**src/inc/pin_mux_cfg.svh**
```systemverilog
// offsets, field positions and reset values of the pin mux registers
// assumes a 32-bit register bus with one aligned word per register
`ifndef PIN_MUX_CFG_SVH
`define PIN_MUX_CFG_SVH

// register indices; byte address is four times the index
`define CKSEL_IDX 8'h0A
`define PC_GPS_IDX 8'h0B
`define PB_PER_IDX 8'h10
`define PC_PER_IDX 8'h11
`define PC_DIR_IDX 8'h12
`define TMR_OE_IDX 8'h13
`define PC_DATA_IDX 8'h14
`define PC_PIN_IDX 8'h15
`define REG_ADDR(idx) (8'((idx) * 4))

// clock_output_select fields
`define CKSEL_ALT_LSB 6
`define CKSEL_DIS_BIT 5
`define CKSEL_SRC_MSB 4
`define CKSEL_USED_W 10
`define CKSEL_RST 10'h020

// per-pin control reset values
`define PC_GPS_RST 4'h0
`define PB_PER_RST 4'hF
`define PC_PER_RST 4'hF
`define PC_DIR_RST 4'h0
`define TMR_OE_RST 4'h0
`define PC_DATA_RST 4'h0

// bus answers
`define RESP_OKAY 2'h0
`define RESP_SLVERR 2'h2

`endif

```
**src/inc/pin_mux_pkg.sv**
```systemverilog
// types shared by the pin mux block
// assumes pin_mux_cfg.svh for the numeric layout
`default_nettype none
package pin_mux_pkg;
    // clock output source codes that route a real clock
    typedef enum logic [4:0] {
        SRC_SYS = 5'h00,
        SRC_OSC = 5'h07,
        SRC_SYNTH = 5'h08,
        SRC_ADCA = 5'h10,
        SRC_ADCB = 5'h11
    } clk_src_type;
endpackage
`default_nettype wire

```
**src/rtl/axil_slave.sv**
```systemverilog
// axi4-lite slave front end: one write and one read under way at a time
// assumes the register file decodes addresses and answers combinationally
`default_nettype none
`include "pin_mux_cfg.svh"
module axil_slave (
    // clock and reset
    input wire logic clk_in,
    input wire logic rst_in,
    // write address and data
    input wire logic [7:0] awaddr_in,
    input wire logic awvalid_in,
    output logic awready_out,
    input wire logic [31:0] wdata_in,
    input wire logic [3:0] wstrb_in,
    input wire logic wvalid_in,
    output logic wready_out,
    // write response
    output logic [1:0] bresp_out,
    output logic bvalid_out,
    input wire logic bready_in,
    // read address and data
    input wire logic [7:0] araddr_in,
    input wire logic arvalid_in,
    output logic arready_out,
    output logic [31:0] rdata_out,
    output logic [1:0] rresp_out,
    output logic rvalid_out,
    input wire logic rready_in,
    // register file side
    output logic wr_en_out,
    output logic [7:0] wr_addr_out,
    output logic [31:0] wr_data_out,
    output logic [3:0] wr_strb_out,
    input wire logic wr_ok_in,
    output logic [7:0] rd_addr_out,
    input wire logic [31:0] rd_data_in,
    input wire logic rd_ok_in
);
    logic aw_q, w_q, ar_q;
    wire aw_hs = awvalid_in & awready_out;
    wire w_hs = wvalid_in & wready_out;
    wire ar_hs = arvalid_in & arready_out;
    wire rd_en = ar_q & ~rvalid_out;

    // write fires once address and data are both held
    assign wr_en_out = aw_q & w_q & ~bvalid_out;

    // write channel: address and data taken in either order
    always_ff @(posedge clk_in) begin
        if (rst_in) begin
            aw_q <= 1'b0;
            w_q <= 1'b0;
            awready_out <= 1'b0;
            wready_out <= 1'b0;
            bvalid_out <= 1'b0;
            bresp_out <= `RESP_OKAY;
            wr_addr_out <= 8'h00;
            wr_data_out <= 32'h0000_0000;
            wr_strb_out <= 4'h0;
        end else begin
            if (aw_hs) begin
                aw_q <= 1'b1;
                wr_addr_out <= awaddr_in;
            end else if (wr_en_out) begin
                aw_q <= 1'b0;
            end
            if (w_hs) begin
                w_q <= 1'b1;
                wr_data_out <= wdata_in;
                wr_strb_out <= wstrb_in;
            end else if (wr_en_out) begin
                w_q <= 1'b0;
            end
            awready_out <= ~aw_hs & ~aw_q & ~bvalid_out & ~awready_out ? 1'b1
                : awready_out & ~aw_hs;
            wready_out <= ~w_hs & ~w_q & ~bvalid_out & ~wready_out ? 1'b1
                : wready_out & ~w_hs;
            if (wr_en_out) begin
                bvalid_out <= 1'b1;
                bresp_out <= wr_ok_in ? `RESP_OKAY : `RESP_SLVERR;
            end else if (bready_in) begin
                bvalid_out <= 1'b0;
            end
        end
    end

    // read channel: data registered one edge after the address
    always_ff @(posedge clk_in) begin
        if (rst_in) begin
            ar_q <= 1'b0;
            arready_out <= 1'b0;
            rvalid_out <= 1'b0;
            rdata_out <= 32'h0000_0000;
            rresp_out <= `RESP_OKAY;
            rd_addr_out <= 8'h00;
        end else begin
            if (ar_hs) begin
                ar_q <= 1'b1;
                rd_addr_out <= araddr_in;
            end else if (rd_en) begin
                ar_q <= 1'b0;
            end
            arready_out <= ~ar_hs & ~ar_q & ~rvalid_out & ~arready_out ? 1'b1
                : arready_out & ~ar_hs;
            if (rd_en) begin
                rvalid_out <= 1'b1;
                rdata_out <= rd_ok_in ? rd_data_in : 32'h0000_0000;
                rresp_out <= rd_ok_in ? `RESP_OKAY : `RESP_SLVERR;
            end else if (rready_in) begin
                rvalid_out <= 1'b0;
            end
        end
    end
endmodule
`default_nettype wire

```
**src/rtl/clock_out_and_port_function_mux.sv**
```systemverilog
// clock output select and port b / port c pin function multiplexer
// assumes pads resolve level from out and active-low output enable
//
// Function
// - bits 15..10 of clock select read zero
// - clock output source resets to system clock
// - port b gpio mode overrides alternate selection
// - pin b7: address 23 or master oscillator
// - pin b6: address 22 or doubled clock
// - pin b5: address 21 or system clock
// - pin b4: address 20 or prescaler reference
// - disable bit tri-states clock pin, resets one
// - codes 00000, 10000, 10001 route sys, adc clocks
// - code 00111 oscillator, 01000 synthesizer output
// - factory test codes reserved, unused by software
// - port c enable zero gives gpio, direction
// - select bit picks decoder/timer or spi
// - timer enable: input only or driven output
// - each port c pin controlled independently
// - port c resets to decoder/timer function
// - spi mode direction comes from spi controller
// - select register: four bits, upper read zero
`default_nettype none
`include "pin_mux_cfg.svh"
module clock_out_and_port_function_mux (
    // clock and reset
    input wire logic mclk_in,
    input wire logic rst_in,
    // axi4-lite register bus
    input wire logic [7:0] s_axi_awaddr_in,
    input wire logic s_axi_awvalid_in,
    output logic s_axi_awready_out,
    input wire logic [31:0] s_axi_wdata_in,
    input wire logic [3:0] s_axi_wstrb_in,
    input wire logic s_axi_wvalid_in,
    output logic s_axi_wready_out,
    output logic [1:0] s_axi_bresp_out,
    output logic s_axi_bvalid_out,
    input wire logic s_axi_bready_in,
    input wire logic [7:0] s_axi_araddr_in,
    input wire logic s_axi_arvalid_in,
    output logic s_axi_arready_out,
    output logic [31:0] s_axi_rdata_out,
    output logic [1:0] s_axi_rresp_out,
    output logic s_axi_rvalid_out,
    input wire logic s_axi_rready_in,
    // clock sources, foreign domains
    input wire logic system_clock_in,
    input wire logic system_clock_doubled_in,
    input wire logic master_oscillator_clock_in,
    input wire logic prescaler_reference_clock_in,
    input wire logic synthesizer_output_clock_in,
    input wire logic raw_oscillator_clock_in,
    input wire logic converter_a_clock_in,
    input wire logic converter_b_clock_in,
    // clock output pin
    output logic clock_output_pin_out,
    output logic clock_output_pin_oe_n_out,
    // port b upper pins 7..4 (index 3..0)
    input wire logic [3:0] address_line_in,
    input wire logic [3:0] port_b_gpio_data_in,
    input wire logic [3:0] port_b_gpio_oe_n_in,
    output logic [3:0] port_b_pin_out,
    output logic [3:0] port_b_pin_oe_n_out,
    // port c pins 3..0
    input wire logic [3:0] port_c_pin_in,
    output logic [3:0] port_c_pin_out,
    output logic [3:0] port_c_pin_oe_n_out,
    // port c peripheral side
    input wire logic [3:0] timer_out_in,
    input wire logic [3:0] spi_out_in,
    input wire logic [3:0] spi_oe_n_in,
    output logic [3:0] decoder_timer_in_out,
    output logic [3:0] spi_in_out
);
    // register file side of the bus slave
    logic wr_en;
    logic [7:0] wr_addr;
    logic [31:0] wr_data;
    logic [3:0] wr_strb;
    logic [7:0] rd_addr;
    logic [31:0] rd_data;
    logic wr_ok, rd_ok;

    // control registers
    logic [`CKSEL_USED_W-1:0] cksel_q, cksel_d;
    logic [3:0] pc_gps_q, pc_gps_d;
    logic [3:0] pb_per_q, pb_per_d;
    logic [3:0] pc_per_q, pc_per_d;
    logic [3:0] pc_dir_q, pc_dir_d;
    logic [3:0] tmr_oe_q, tmr_oe_d;
    logic [3:0] pc_data_q, pc_data_d;
    logic [3:0] pc_pin_q;
    // synchronised foreign levels
    logic [11:0] sync_q;
    wire [7:0] src = sync_q[7:0];
    wire [3:0] pc_pin_s = sync_q[11:8];
    axil_slave axil_slave_inst (
        .clk_in(mclk_in),
        .rst_in(rst_in),
        .awaddr_in(s_axi_awaddr_in),
        .awvalid_in(s_axi_awvalid_in),
        .awready_out(s_axi_awready_out),
        .wdata_in(s_axi_wdata_in),
        .wstrb_in(s_axi_wstrb_in),
        .wvalid_in(s_axi_wvalid_in),
        .wready_out(s_axi_wready_out),
        .bresp_out(s_axi_bresp_out),
        .bvalid_out(s_axi_bvalid_out),
        .bready_in(s_axi_bready_in),
        .araddr_in(s_axi_araddr_in),
        .arvalid_in(s_axi_arvalid_in),
        .arready_out(s_axi_arready_out),
        .rdata_out(s_axi_rdata_out),
        .rresp_out(s_axi_rresp_out),
        .rvalid_out(s_axi_rvalid_out),
        .rready_in(s_axi_rready_in),
        .wr_en_out(wr_en),
        .wr_addr_out(wr_addr),
        .wr_data_out(wr_data),
        .wr_strb_out(wr_strb),
        .wr_ok_in(wr_ok),
        .rd_addr_out(rd_addr),
        .rd_data_in(rd_data),
        .rd_ok_in(rd_ok)
    );
    sync_2ff #(
        .WIDTH(12)
    ) sync_2ff_inst (
        .clk_in(mclk_in),
        .rst_in(rst_in),
        .d_in({port_c_pin_in, converter_b_clock_in, converter_a_clock_in,
               raw_oscillator_clock_in, synthesizer_output_clock_in,
               prescaler_reference_clock_in, master_oscillator_clock_in,
               system_clock_doubled_in, system_clock_in}),
        .q_out(sync_q)
    );

    // write decode
    wire hit_cksel = wr_addr == `REG_ADDR(`CKSEL_IDX);
    wire hit_gps = wr_addr == `REG_ADDR(`PC_GPS_IDX);
    wire hit_pbper = wr_addr == `REG_ADDR(`PB_PER_IDX);
    wire hit_pcper = wr_addr == `REG_ADDR(`PC_PER_IDX);
    wire hit_dir = wr_addr == `REG_ADDR(`PC_DIR_IDX);
    wire hit_oe = wr_addr == `REG_ADDR(`TMR_OE_IDX);
    wire hit_data = wr_addr == `REG_ADDR(`PC_DATA_IDX);
    wire hit_pin = wr_addr == `REG_ADDR(`PC_PIN_IDX);
    assign wr_ok = hit_cksel | hit_gps | hit_pbper | hit_pcper | hit_dir
        | hit_oe | hit_data | hit_pin;
    // byte lanes: low lane bits 7..0, next lane bits 15..8
    wire lane0 = wr_strb[0];
    wire lane1 = wr_strb[1];
    wire [1:0] cksel_hi_w = wr_data[9:8];
    wire [7:0] cksel_lo_w = wr_data[7:0];
    wire [3:0] nib_w = wr_data[3:0];
    // next values; bits 15..10 are never stored
    assign cksel_d = {(wr_en & hit_cksel & lane1) ? cksel_hi_w : cksel_q[9:8],
                      (wr_en & hit_cksel & lane0) ? cksel_lo_w : cksel_q[7:0]};
    assign pc_gps_d = (wr_en & hit_gps & lane0) ? nib_w : pc_gps_q;
    assign pb_per_d = (wr_en & hit_pbper & lane0) ? nib_w : pb_per_q;
    assign pc_per_d = (wr_en & hit_pcper & lane0) ? nib_w : pc_per_q;
    assign pc_dir_d = (wr_en & hit_dir & lane0) ? nib_w : pc_dir_q;
    assign tmr_oe_d = (wr_en & hit_oe & lane0) ? nib_w : tmr_oe_q;
    assign pc_data_d = (wr_en & hit_data & lane0) ? nib_w : pc_data_q;

    // control register update; reset picks sys clock, pin off, decoder
    always_ff @(posedge mclk_in) begin
        if (rst_in) begin
            cksel_q <= `CKSEL_RST;
            pc_gps_q <= `PC_GPS_RST;
            pb_per_q <= `PB_PER_RST;
            pc_per_q <= `PC_PER_RST;
            pc_dir_q <= `PC_DIR_RST;
            tmr_oe_q <= `TMR_OE_RST;
            pc_data_q <= `PC_DATA_RST;
            pc_pin_q <= 4'h0;
        end else begin
            cksel_q <= cksel_d;
            pc_gps_q <= pc_gps_d;
            pb_per_q <= pb_per_d;
            pc_per_q <= pc_per_d;
            pc_dir_q <= pc_dir_d;
            tmr_oe_q <= tmr_oe_d;
            pc_data_q <= pc_data_d;
            pc_pin_q <= pc_pin_s;
        end
    end

    // read decode; unused upper bits read zero
    wire rd_cksel = rd_addr == `REG_ADDR(`CKSEL_IDX);
    wire rd_gps = rd_addr == `REG_ADDR(`PC_GPS_IDX);
    wire rd_pbper = rd_addr == `REG_ADDR(`PB_PER_IDX);
    wire rd_pcper = rd_addr == `REG_ADDR(`PC_PER_IDX);
    wire rd_dir = rd_addr == `REG_ADDR(`PC_DIR_IDX);
    wire rd_oe = rd_addr == `REG_ADDR(`TMR_OE_IDX);
    wire rd_dat = rd_addr == `REG_ADDR(`PC_DATA_IDX);
    wire rd_pin = rd_addr == `REG_ADDR(`PC_PIN_IDX);
    wire [3:0] rd_nib = rd_gps ? pc_gps_q
        : rd_pbper ? pb_per_q
        : rd_pcper ? pc_per_q
        : rd_dir ? pc_dir_q
        : rd_oe ? tmr_oe_q
        : rd_dat ? pc_data_q
        : rd_pin ? pc_pin_q
        : 4'h0;
    assign rd_ok = rd_cksel | rd_gps | rd_pbper | rd_pcper | rd_dir | rd_oe
        | rd_dat | rd_pin;
    assign rd_data = rd_cksel ? {22'h0, cksel_q} : {28'h000_0000, rd_nib};
    // clock output source select; reserved test codes give low
    wire [4:0] sel = cksel_q[`CKSEL_SRC_MSB:0];
    wire clk_pick = (sel == pin_mux_pkg::SRC_SYS) ? src[0]
        : (sel == pin_mux_pkg::SRC_ADCA) ? src[6]
        : (sel == pin_mux_pkg::SRC_ADCB) ? src[7]
        : (sel == pin_mux_pkg::SRC_OSC) ? src[5]
        : (sel == pin_mux_pkg::SRC_SYNTH) ? src[4]
        : 1'b0;
    wire clk_oe_n = cksel_q[`CKSEL_DIS_BIT];
    // alternate clocks for pins b7..b4: master osc, doubled, sys, prescaler
    wire [3:0] alt_clk = {src[2], src[1], src[0], src[3]};
    wire [3:0] alt_sel = cksel_q[`CKSEL_ALT_LSB+3:`CKSEL_ALT_LSB];
    logic [3:0] pb_out_d, pb_oe_n_d;
    logic [3:0] pc_out_d, pc_oe_n_d, dec_in_d, spi_in_d;

    // per-pin multiplexers, each pin with its own controls
    for (genvar i = 0; i < 4; i++) begin : g_pin
        // address line or alternate clock, per bit
        wire pb_periph = alt_sel[i] ? alt_clk[i] : address_line_in[i];
        // gpio wins whenever the peripheral enable is clear
        assign pb_out_d[i] = pb_per_q[i] ? pb_periph : port_b_gpio_data_in[i];
        assign pb_oe_n_d[i] = pb_per_q[i] ? 1'b0 : port_b_gpio_oe_n_in[i];

        wire is_gpio = ~pc_per_q[i];
        wire is_spi = pc_per_q[i] & pc_gps_q[i];
        wire is_tmr = pc_per_q[i] & ~pc_gps_q[i];
        // gpio: direction bit, one drives the pad
        // timer: enable bit drives, decoder still samples
        // spi: direction from spi controller
        assign pc_out_d[i] = is_gpio ? pc_data_q[i]
            : is_spi ? spi_out_in[i] : timer_out_in[i];
        assign pc_oe_n_d[i] = is_gpio ? ~pc_dir_q[i]
            : is_spi ? spi_oe_n_in[i] : ~tmr_oe_q[i];
        assign dec_in_d[i] = is_tmr & pc_pin_s[i];
        assign spi_in_d[i] = is_spi & pc_pin_s[i];
    end

    // every pin output is registered
    always_ff @(posedge mclk_in) begin
        if (rst_in) begin
            clock_output_pin_out <= 1'b0;
            clock_output_pin_oe_n_out <= 1'b1;
            port_b_pin_out <= 4'h0;
            port_b_pin_oe_n_out <= 4'hF;
            port_c_pin_out <= 4'h0;
            port_c_pin_oe_n_out <= 4'hF;
            decoder_timer_in_out <= 4'h0;
            spi_in_out <= 4'h0;
        end else begin
            clock_output_pin_out <= clk_pick;
            clock_output_pin_oe_n_out <= clk_oe_n;
            port_b_pin_out <= pb_out_d;
            port_b_pin_oe_n_out <= pb_oe_n_d;
            port_c_pin_out <= pc_out_d;
            port_c_pin_oe_n_out <= pc_oe_n_d;
            decoder_timer_in_out <= dec_in_d;
            spi_in_out <= spi_in_d;
        end
    end
endmodule
`default_nettype wire

```
**src/rtl/sync_2ff.sv**
```systemverilog
// two flip-flop synchroniser for a vector of independent levels
// assumes each bit may change at any time relative to clk_in
`default_nettype none
module sync_2ff #(
    parameter int WIDTH = 12
) (
    // clock and reset
    input wire logic clk_in,
    input wire logic rst_in,
    // data
    input wire logic [WIDTH-1:0] d_in,
    output logic [WIDTH-1:0] q_out
);
    logic [WIDTH-1:0] meta_q;

    // first stage is read only by the second
    always_ff @(posedge clk_in) begin
        if (rst_in) begin
            meta_q <= '0;
            q_out <= '0;
        end else begin
            meta_q <= d_in;
            q_out <= meta_q;
        end
    end
endmodule
`default_nettype wire

```
**config.mk**
```make
export PLATFORM = sky130hd
export DESIGN_NAME = clock_out_and_port_function_mux
export DESIGN_NICKNAME = d
export VERILOG_FILES = /design/src/inc/pin_mux_pkg.sv /design/src/rtl/axil_slave.sv /design/src/rtl/clock_out_and_port_function_mux.sv /design/src/rtl/sync_2ff.sv
export VERILOG_INCLUDE_DIRS = /design/src /design/src/inc
export SDC_FILE = /design/constraint.sdc
export NUM_CORES = 1
export LEC_CHECK = 0
export BUFFER_PORTS_ARGS = -buffer_cell sky130_fd_sc_hd__buf_4
export CORE_MARGIN = 2
export CORE_UTILIZATION = 47
export CTS_BUF_LIST = sky130_fd_sc_hd__clkbuf_2 sky130_fd_sc_hd__clkbuf_4 sky130_fd_sc_hd__clkbuf_8
export DETAILED_ROUTE_END_ITERATION = 10
export PLACE_DENSITY = 0.78
export SYNTH_ARGS = -nofsm -noshare
export SYNTH_HDL_FRONTEND = slang
export SYNTH_SLANG_ARGS = --single-unit
```
**constraint.sdc**
```tcl
create_clock -name mclk_in -period 2 [get_ports mclk_in]
set_input_delay 0.2 -clock mclk_in [delete_from_list [all_inputs] [get_ports mclk_in]]
set_output_delay 0.2 -clock mclk_in [all_outputs]
set_load 0.02 [all_outputs]
```
==> results.txt, run 1 <==
status: completed
H-Tree Depth: 4
met3 Resource Use GR: 6.42%
post-CTS sizing: 0
Die W: 110 um
vias in the first global route: 4384
number of diodes: 0
max cap viols: 0
layout cell share with drive strength beyond 1: 24.4%
I/O pin count: 162
total wire length: 12.7 mm
Clock Latency Late Sink: 0.43 ns
setup bufs post-CTS: 0
worst min path class: input pin to flip-flop
RSZ-0062 raised after global routing: false
design area: 6840 um2
DP HPWL: 9.29 mm
Fmax: 543 MHz
RePlAce Congestion: 0.924
sequential power share: 50.5%
Final Max Tran Viols: 0
clk buf depth: 2
critical path type: flip-flop to flip-flop
Synth area leaders: dfxtp_1 51%, mux2i_1 7.9%, nand2_1 5.1%
DR iter-0 viols: 262
initial core utilization: 48.7%
Syn Area/Cell: 9.05 um2
met2 GRT Util: 36.4%
WL/cell: 14.5 um
Clock power frac: 40.8%
TritonCTS clock tree: done
WP data arrival: 2.16 ns
GRT overflow: 0
Crit path required time: 2.31 ns
Setup Skew: 0.0129 ns
first-pass GRT wire length: 20.7 mm
CTS root buffer: clkbuf_8
drt drc: 0
FF+latch count, synth: 136
Synth Warn #: 0
core area: 10900 um2
FFs w/ async S/R, synth: 0%
Post-CTS Hold Fix Bufs: 13
row count: 38
via count: 4415
NetSw: 1.40 mW
Final Cycle Share: 92.1%
worst vdd ir: 0.000464 V
crit end category: flip-flop
largest net degree at the start of global routing: 40
DR pass1 iterations: 5
Layout area overhead: 28.3%
initial antenna violation count: 0
Port Buffer Count: 113
placed cells: 827
Cells after Synth: 589
combinational share of power: 8.8%
max_slew headroom: 65.4%
post-synthesis cell area: 5330 um2
Pwr Density: 832 nW/um2
P_int: 4.28 mW
crit-path max FO: 4
Most used DFF post-synth: dfxtp_1
Startpoint Class: flip-flop
Post-synth EDFFs: 0
Setup-failing EPs final: 0
Cell Count, Final, Fillers Out: 873
Tmin final: 1.84 ns
static leakage: 3.01 nW
CTS clk-pin slew, worst paths: 0.08 ns
Final #Nets: 815
CTS Buf Count: 17
Switching Fraction: 24.7%
Sink Count: 136
die area: 12200 um2
dominant cell type by area after synthesis: dfxtp_1
Final Hold Violating Endpoints: 0
Die Ht: 110 um
sequential area share after synthesis: 51.1%
vias per cell: 5.06
Netlist cell types: 46
TNS Setup: 0 ns
post-placement cell area: 6280 um2
Slew @ Worst Pin: 0.518 ns
GR peak layer: met2
final antenna-violating net count: 0
Global Route Usage Sum: 20.9%
Synth top area share: 51.1%
met1 usage: 24.7%
==> area by class of cell <==
cell class	count	area, um2
clock buffer	18	241
clock inverter	14	173
fill	938	4100
inverter	14	52.6
multi-input combinational	407	2340
sequential	136	2720
tap	140	175
timing repair buffer	144	1130
==> placed cells by master (no fill, tap or decap), types with 2 or more instances in the layout <==
master | netlist | routed
a22oi_1 | 7 | 7
nor2b_1 | 30 | 30
nor3b_1 | 3 | 3
o21ai_0 | 15 | 15
and3_1 | 3 | 3
mux2_2 | 5 | 5
o22ai_1 | 3 | 3
or3_4 | 2 | 2
nand3_2 | 2 | 2
inv_1 | 13 | 13
bufinv_16 | 0 | 3
dlygate4sd3_1 | 0 | 14
inv_6 | 0 | 2
nand2_1 | 73 | 73
conb_1 | 1 | 24
mux2i_1 | 42 | 42
nand2b_1 | 6 | 6
dfxtp_1 | 136 | 136
buf_4 | 24 | 129
a211oi_1 | 11 | 11
nand3b_1 | 2 | 2
clkbuf_8 | 0 | 17
clkinvlp_4 | 0 | 2
nand3_1 | 37 | 37
nor3_1 | 8 | 8
clkinv_4 | 0 | 4
o211ai_1 | 2 | 2
nor2_1 | 62 | 62
a21oi_1 | 50 | 50
clkinv_2 | 0 | 3
o311ai_0 | 2 | 2
==> synth_stat cells (all sizes together), types with 6 or more instances <==
cell type / n
inv: 13
nor3: 10
nor2b: 30
nand2b: 6
nor2: 62
clkbuf: 24
a21oi: 50
buf: 31
a211oi: 11
mux2i: 42
nand3: 39
a22oi: 7
nand2: 73
dfxtp: 136
o21ai: 15
==> metrics by stage <==
stage | hold slack, ns | util [%] | worst slack (ns) | power [mW]
floorplan | 0.291 | - | 0.332 | 3.22
global placement | 0.386 | 57.4 | 0.261 | 3.39
detailed placement | 0.389 | 57.4 | 0.222 | 3.41
CTS | 0.00337 | 62.4 | 0.152 | 5.73
global route | 0.00448 | 62.5 | 0.0597 | 5.90
finish | 0.0174 | 62.5 | 0.157 | 5.69
==> worst paths after layout <==
check / startpoint / end / slack [ns] / depth (start not counted)
worst max-delay path: axil_slave_inst.wr_addr_out[7] / pc_dir_q[3] / 0.16 / 5
worst max register to register: axil_slave_inst.wr_addr_out[7] / pc_dir_q[3] / 0.16 / 5
worst min register to register: sync_2ff_inst.meta_q[9] / sync_2ff_inst.q_out[9] / 0.44 / 1
worst min-delay path: s_axi_wdata_in[7] / axil_slave_inst.wr_data_out[7] / 0.02 / 3
==> sequential cells by signal, summed over array words and instances, names as in the netlist, 8 cells and up <==
signal                       flops
axil_slave_inst.rd_addr_out      8
axil_slave_inst.rdata_out       10
axil_slave_inst.wr_addr_out      8
axil_slave_inst.wr_data_out     10
cksel_q                         10
sync_2ff_inst.meta_q            12
sync_2ff_inst.q_out             12
==> critical path, cell delays in order (launching register included) <==
cell and delay [ns]:
dfxtp_1 0.31, or3_4 0.42, nor4_4 0.26, nand4_1 0.37, mux2i_1 0.30, nor2_1 0.06
==> power groups by stage <==
| stage | combinational (mW) | sequential (mW) | clock (mW) |
|---|---|---|---|
| 5_1_grt | 0.544 | 2.88 | 2.48 |
| 3_3_place_gp | 0.465 | 2.93 | 0 |
| 6_report | 0.498 | 2.87 | 2.32 |
| 2_1_floorplan | 0.293 | 2.93 | 0 |
| 4_1_cts | 0.497 | 2.87 | 2.36 |
| 3_5_place_dp | 0.476 | 2.93 | 0 |
==> kinds of logic after synthesis <==
group | count (synthesis) | synth area share (%)
and+or+nand+nor | 241 | 22.9
DFF | 136 | 51.1
AOI/OAI and AO/OA | 95 | 10.4
buffers and inverters | 69 | 6.57
muxes | 47 | 8.95
other | 1 | 0.0704
==> routing by layer <==
metal	part of all wire, %	vias to the layer above
met5	0	-
met4	1.5	0
met3	6.4	17
met2	49	135
met1	43	2043
li1	-	2220
No activity file was read; power rests on OpenSTA's default activity.
==> run 2: changes to the inputs <==
--- a/config.mk
+++ b/config.mk
@@ -7,7 +7,8 @@
 export NUM_CORES = 1
 export LEC_CHECK = 0
 export BUFFER_PORTS_ARGS = -buffer_cell sky130_fd_sc_hd__buf_4
-export CORE_MARGIN = 2
+export CORE_ASPECT_RATIO = 2
+export CORE_MARGIN = 4
 export CORE_UTILIZATION = 47
 export CTS_BUF_LIST = sky130_fd_sc_hd__clkbuf_2 sky130_fd_sc_hd__clkbuf_4 sky130_fd_sc_hd__clkbuf_8
 export DETAILED_ROUTE_END_ITERATION = 10
==> run 2 against run 1 <==
Non-clock buffer count decreased by 1. First-iteration DRC count increased by 14%. Clock skew decreased by 0.0021 ns. Critical path depth unchanged. Power decreased by 2.6%. Sequential power about the same. Critical endpoint is now pc_dir_q[2]. Largest cell class unchanged. Highest routed layer unchanged.
==> results.txt, run 2 (synthesized netlist as in run 1, its figures left out) <==
status: completed
DP HPWL: 9.98 mm
Final Cycle Share: 88.0%
Setup-failing EPs final: 0
Fmax: 568 MHz
Port Buffer Count: 113
GRT overflow: 0
crit-path max FO: 4
RePlAce Congestion: 0.976
initial core utilization: 48.4%
Final Hold Violating Endpoints: 0
layout cell share with drive strength beyond 1: 23.9%
via count: 4504
Tmin final: 1.76 ns
CP max stage cell: or3_4
core area: 11000 um2
TNS Setup: 0 ns
CTS clk-pin slew, worst paths: 0.08 ns
row count: 54
static leakage: 2.99 nW
Final #Nets: 814
fillers: 960
Crit path required time: 2.29 ns
worst min path class: input pin to flip-flop
vias in the first global route: 4475
Final Max Tran Viols: 0
max_slew headroom: 52.0%
WL/cell: 15.5 um
WP data arrival: 2.05 ns
first-pass GRT wire length: 21.6 mm
DR iter-0 viols: 299
TritonCTS clock tree: done
number of diodes: 0
Startpoint Class: flip-flop
I/O pin count: 162
largest net degree at the start of global routing: 57
clk buf depth: 2
design area: 6810 um2
CTS root buffer: clkbuf_8
max cap viols: 0
die area: 13200 um2
Pwr Density: 813 nW/um2
Setup Skew: 0.0108 ns
crit end category: flip-flop
Die W: 83.3 um
Sink Count: 136
commonest non-fill, non-tap cell in the layout: dfxtp_1
total wire length: 13.5 mm
R2R Setup Slk: 0.24 ns
final antenna-violating net count: 0
commonest cells after routing, fill and taps aside: 136 x dfxtp_1, 124 x buf_4, 73 x nand2_1
RSZ-0062 raised after global routing: false
Global Route Usage Sum: 20.7%
initial antenna violation count: 0
multi-input logic area: 2350 um2
critical path type: flip-flop to flip-flop
post-placement cell area: 6240 um2
Die Ht: 159 um
H-Tree Depth: 4
register area: 2720 um2
CTS Buf Count: 17
Clock Latency Late Sink: 0.43 ns
leading registers by flop count: sync_2ff_inst.meta_q (12), sync_2ff_inst.q_out (12)
setup bufs post-CTS: 0
worst vdd ir: 0.000608 V
PnR worst setup slack: 0.239 ns
DP Worst Slack: 0.254 ns
max incr delay on CP: 0.43 ns
CP Cell Sequence: or3_4 > nor4_4 > nand4_1 > mux2i_1 > nor2_1
vias per cell: 5.17
DR pass1 iterations: 5
drt drc: 0
Slew @ Worst Pin: 0.719 ns
Layout area overhead: 27.9%
## run 2: cell count changes in the layout (fill, tap and decap cells not counted), sizes merged
| cell | previous run | this run |
|---|---|---|
| clkbuf | 18 | 17 |
| inv | 15 | 16 |
| bufinv | 3 | 2 |
| clkinvlp | 2 | 3 |
| buf | 130 | 125 |
| dlygate4sd3 | 14 | 18 |
## run 2: power breakdown
group | switching (mW) | internal, mW
Sequential | 0.0810 | 2.79
Clock | 1.06 | 1.11
Combinational | 0.264 | 0.238
## run 2: area by class of cell
cell class,count,share of cell area [%]
tap,140,2.57
timing repair buffer,143,16.6
inverter,14,0.771
sequential,136,40.0
clock inverter,15,2.22
clock buffer,17,3.43
multi-input combinational,407,34.4
## run 2: timing repair
action | 4_1_cts | 5_1_grt
setup endpoints to repair | 0 | 1
hold buffers | 18 | 0
resized for setup | 0 | 1
endpoints found under the hold margin | 18 | 0
## run 2: worst paths after layout
kind	start	endpoint	depth (start not counted)
worst max-delay path	axil_slave_inst.wr_addr_out[7]	pc_dir_q[2]	5
worst min-delay path	port_b_gpio_oe_n_in[0]	port_b_pin_oe_n_out[0]	3
worst max register to register	axil_slave_inst.wr_addr_out[7]	pc_dir_q[2]	5
worst min register to register	sync_2ff_inst.meta_q[4]	sync_2ff_inst.q_out[4]	1
## run 2: worst max-delay path: cells and delay by family, from the launching register on
family           cells  cell delay (ns)
flip-flops           1             0.31
multiplexers         1             0.25
AND/OR/NAND/NOR      4             1.07
## run 2: through the flow
step | hold WS, ns | utilization (%) | total power [mW] | instances
after floorplan | 0.291 | - | 3.22 | 612
after CTS | 0.000210 | 61.8 | 5.59 | 872
after detailed placement | 0.395 | 56.7 | 3.40 | 822
final | 0.0216 | 61.9 | 5.54 | 872
after global placement | 0.389 | 56.7 | 3.39 | 822
after global routing | 0.00474 | 61.9 | 5.78 | 872
## run 2: routing by layer
layer  track usage, %  wire, um
met4             10.4       410
met3             5.39       875
met1             20.0      4630
met2             39.8      7630
met5                0         0
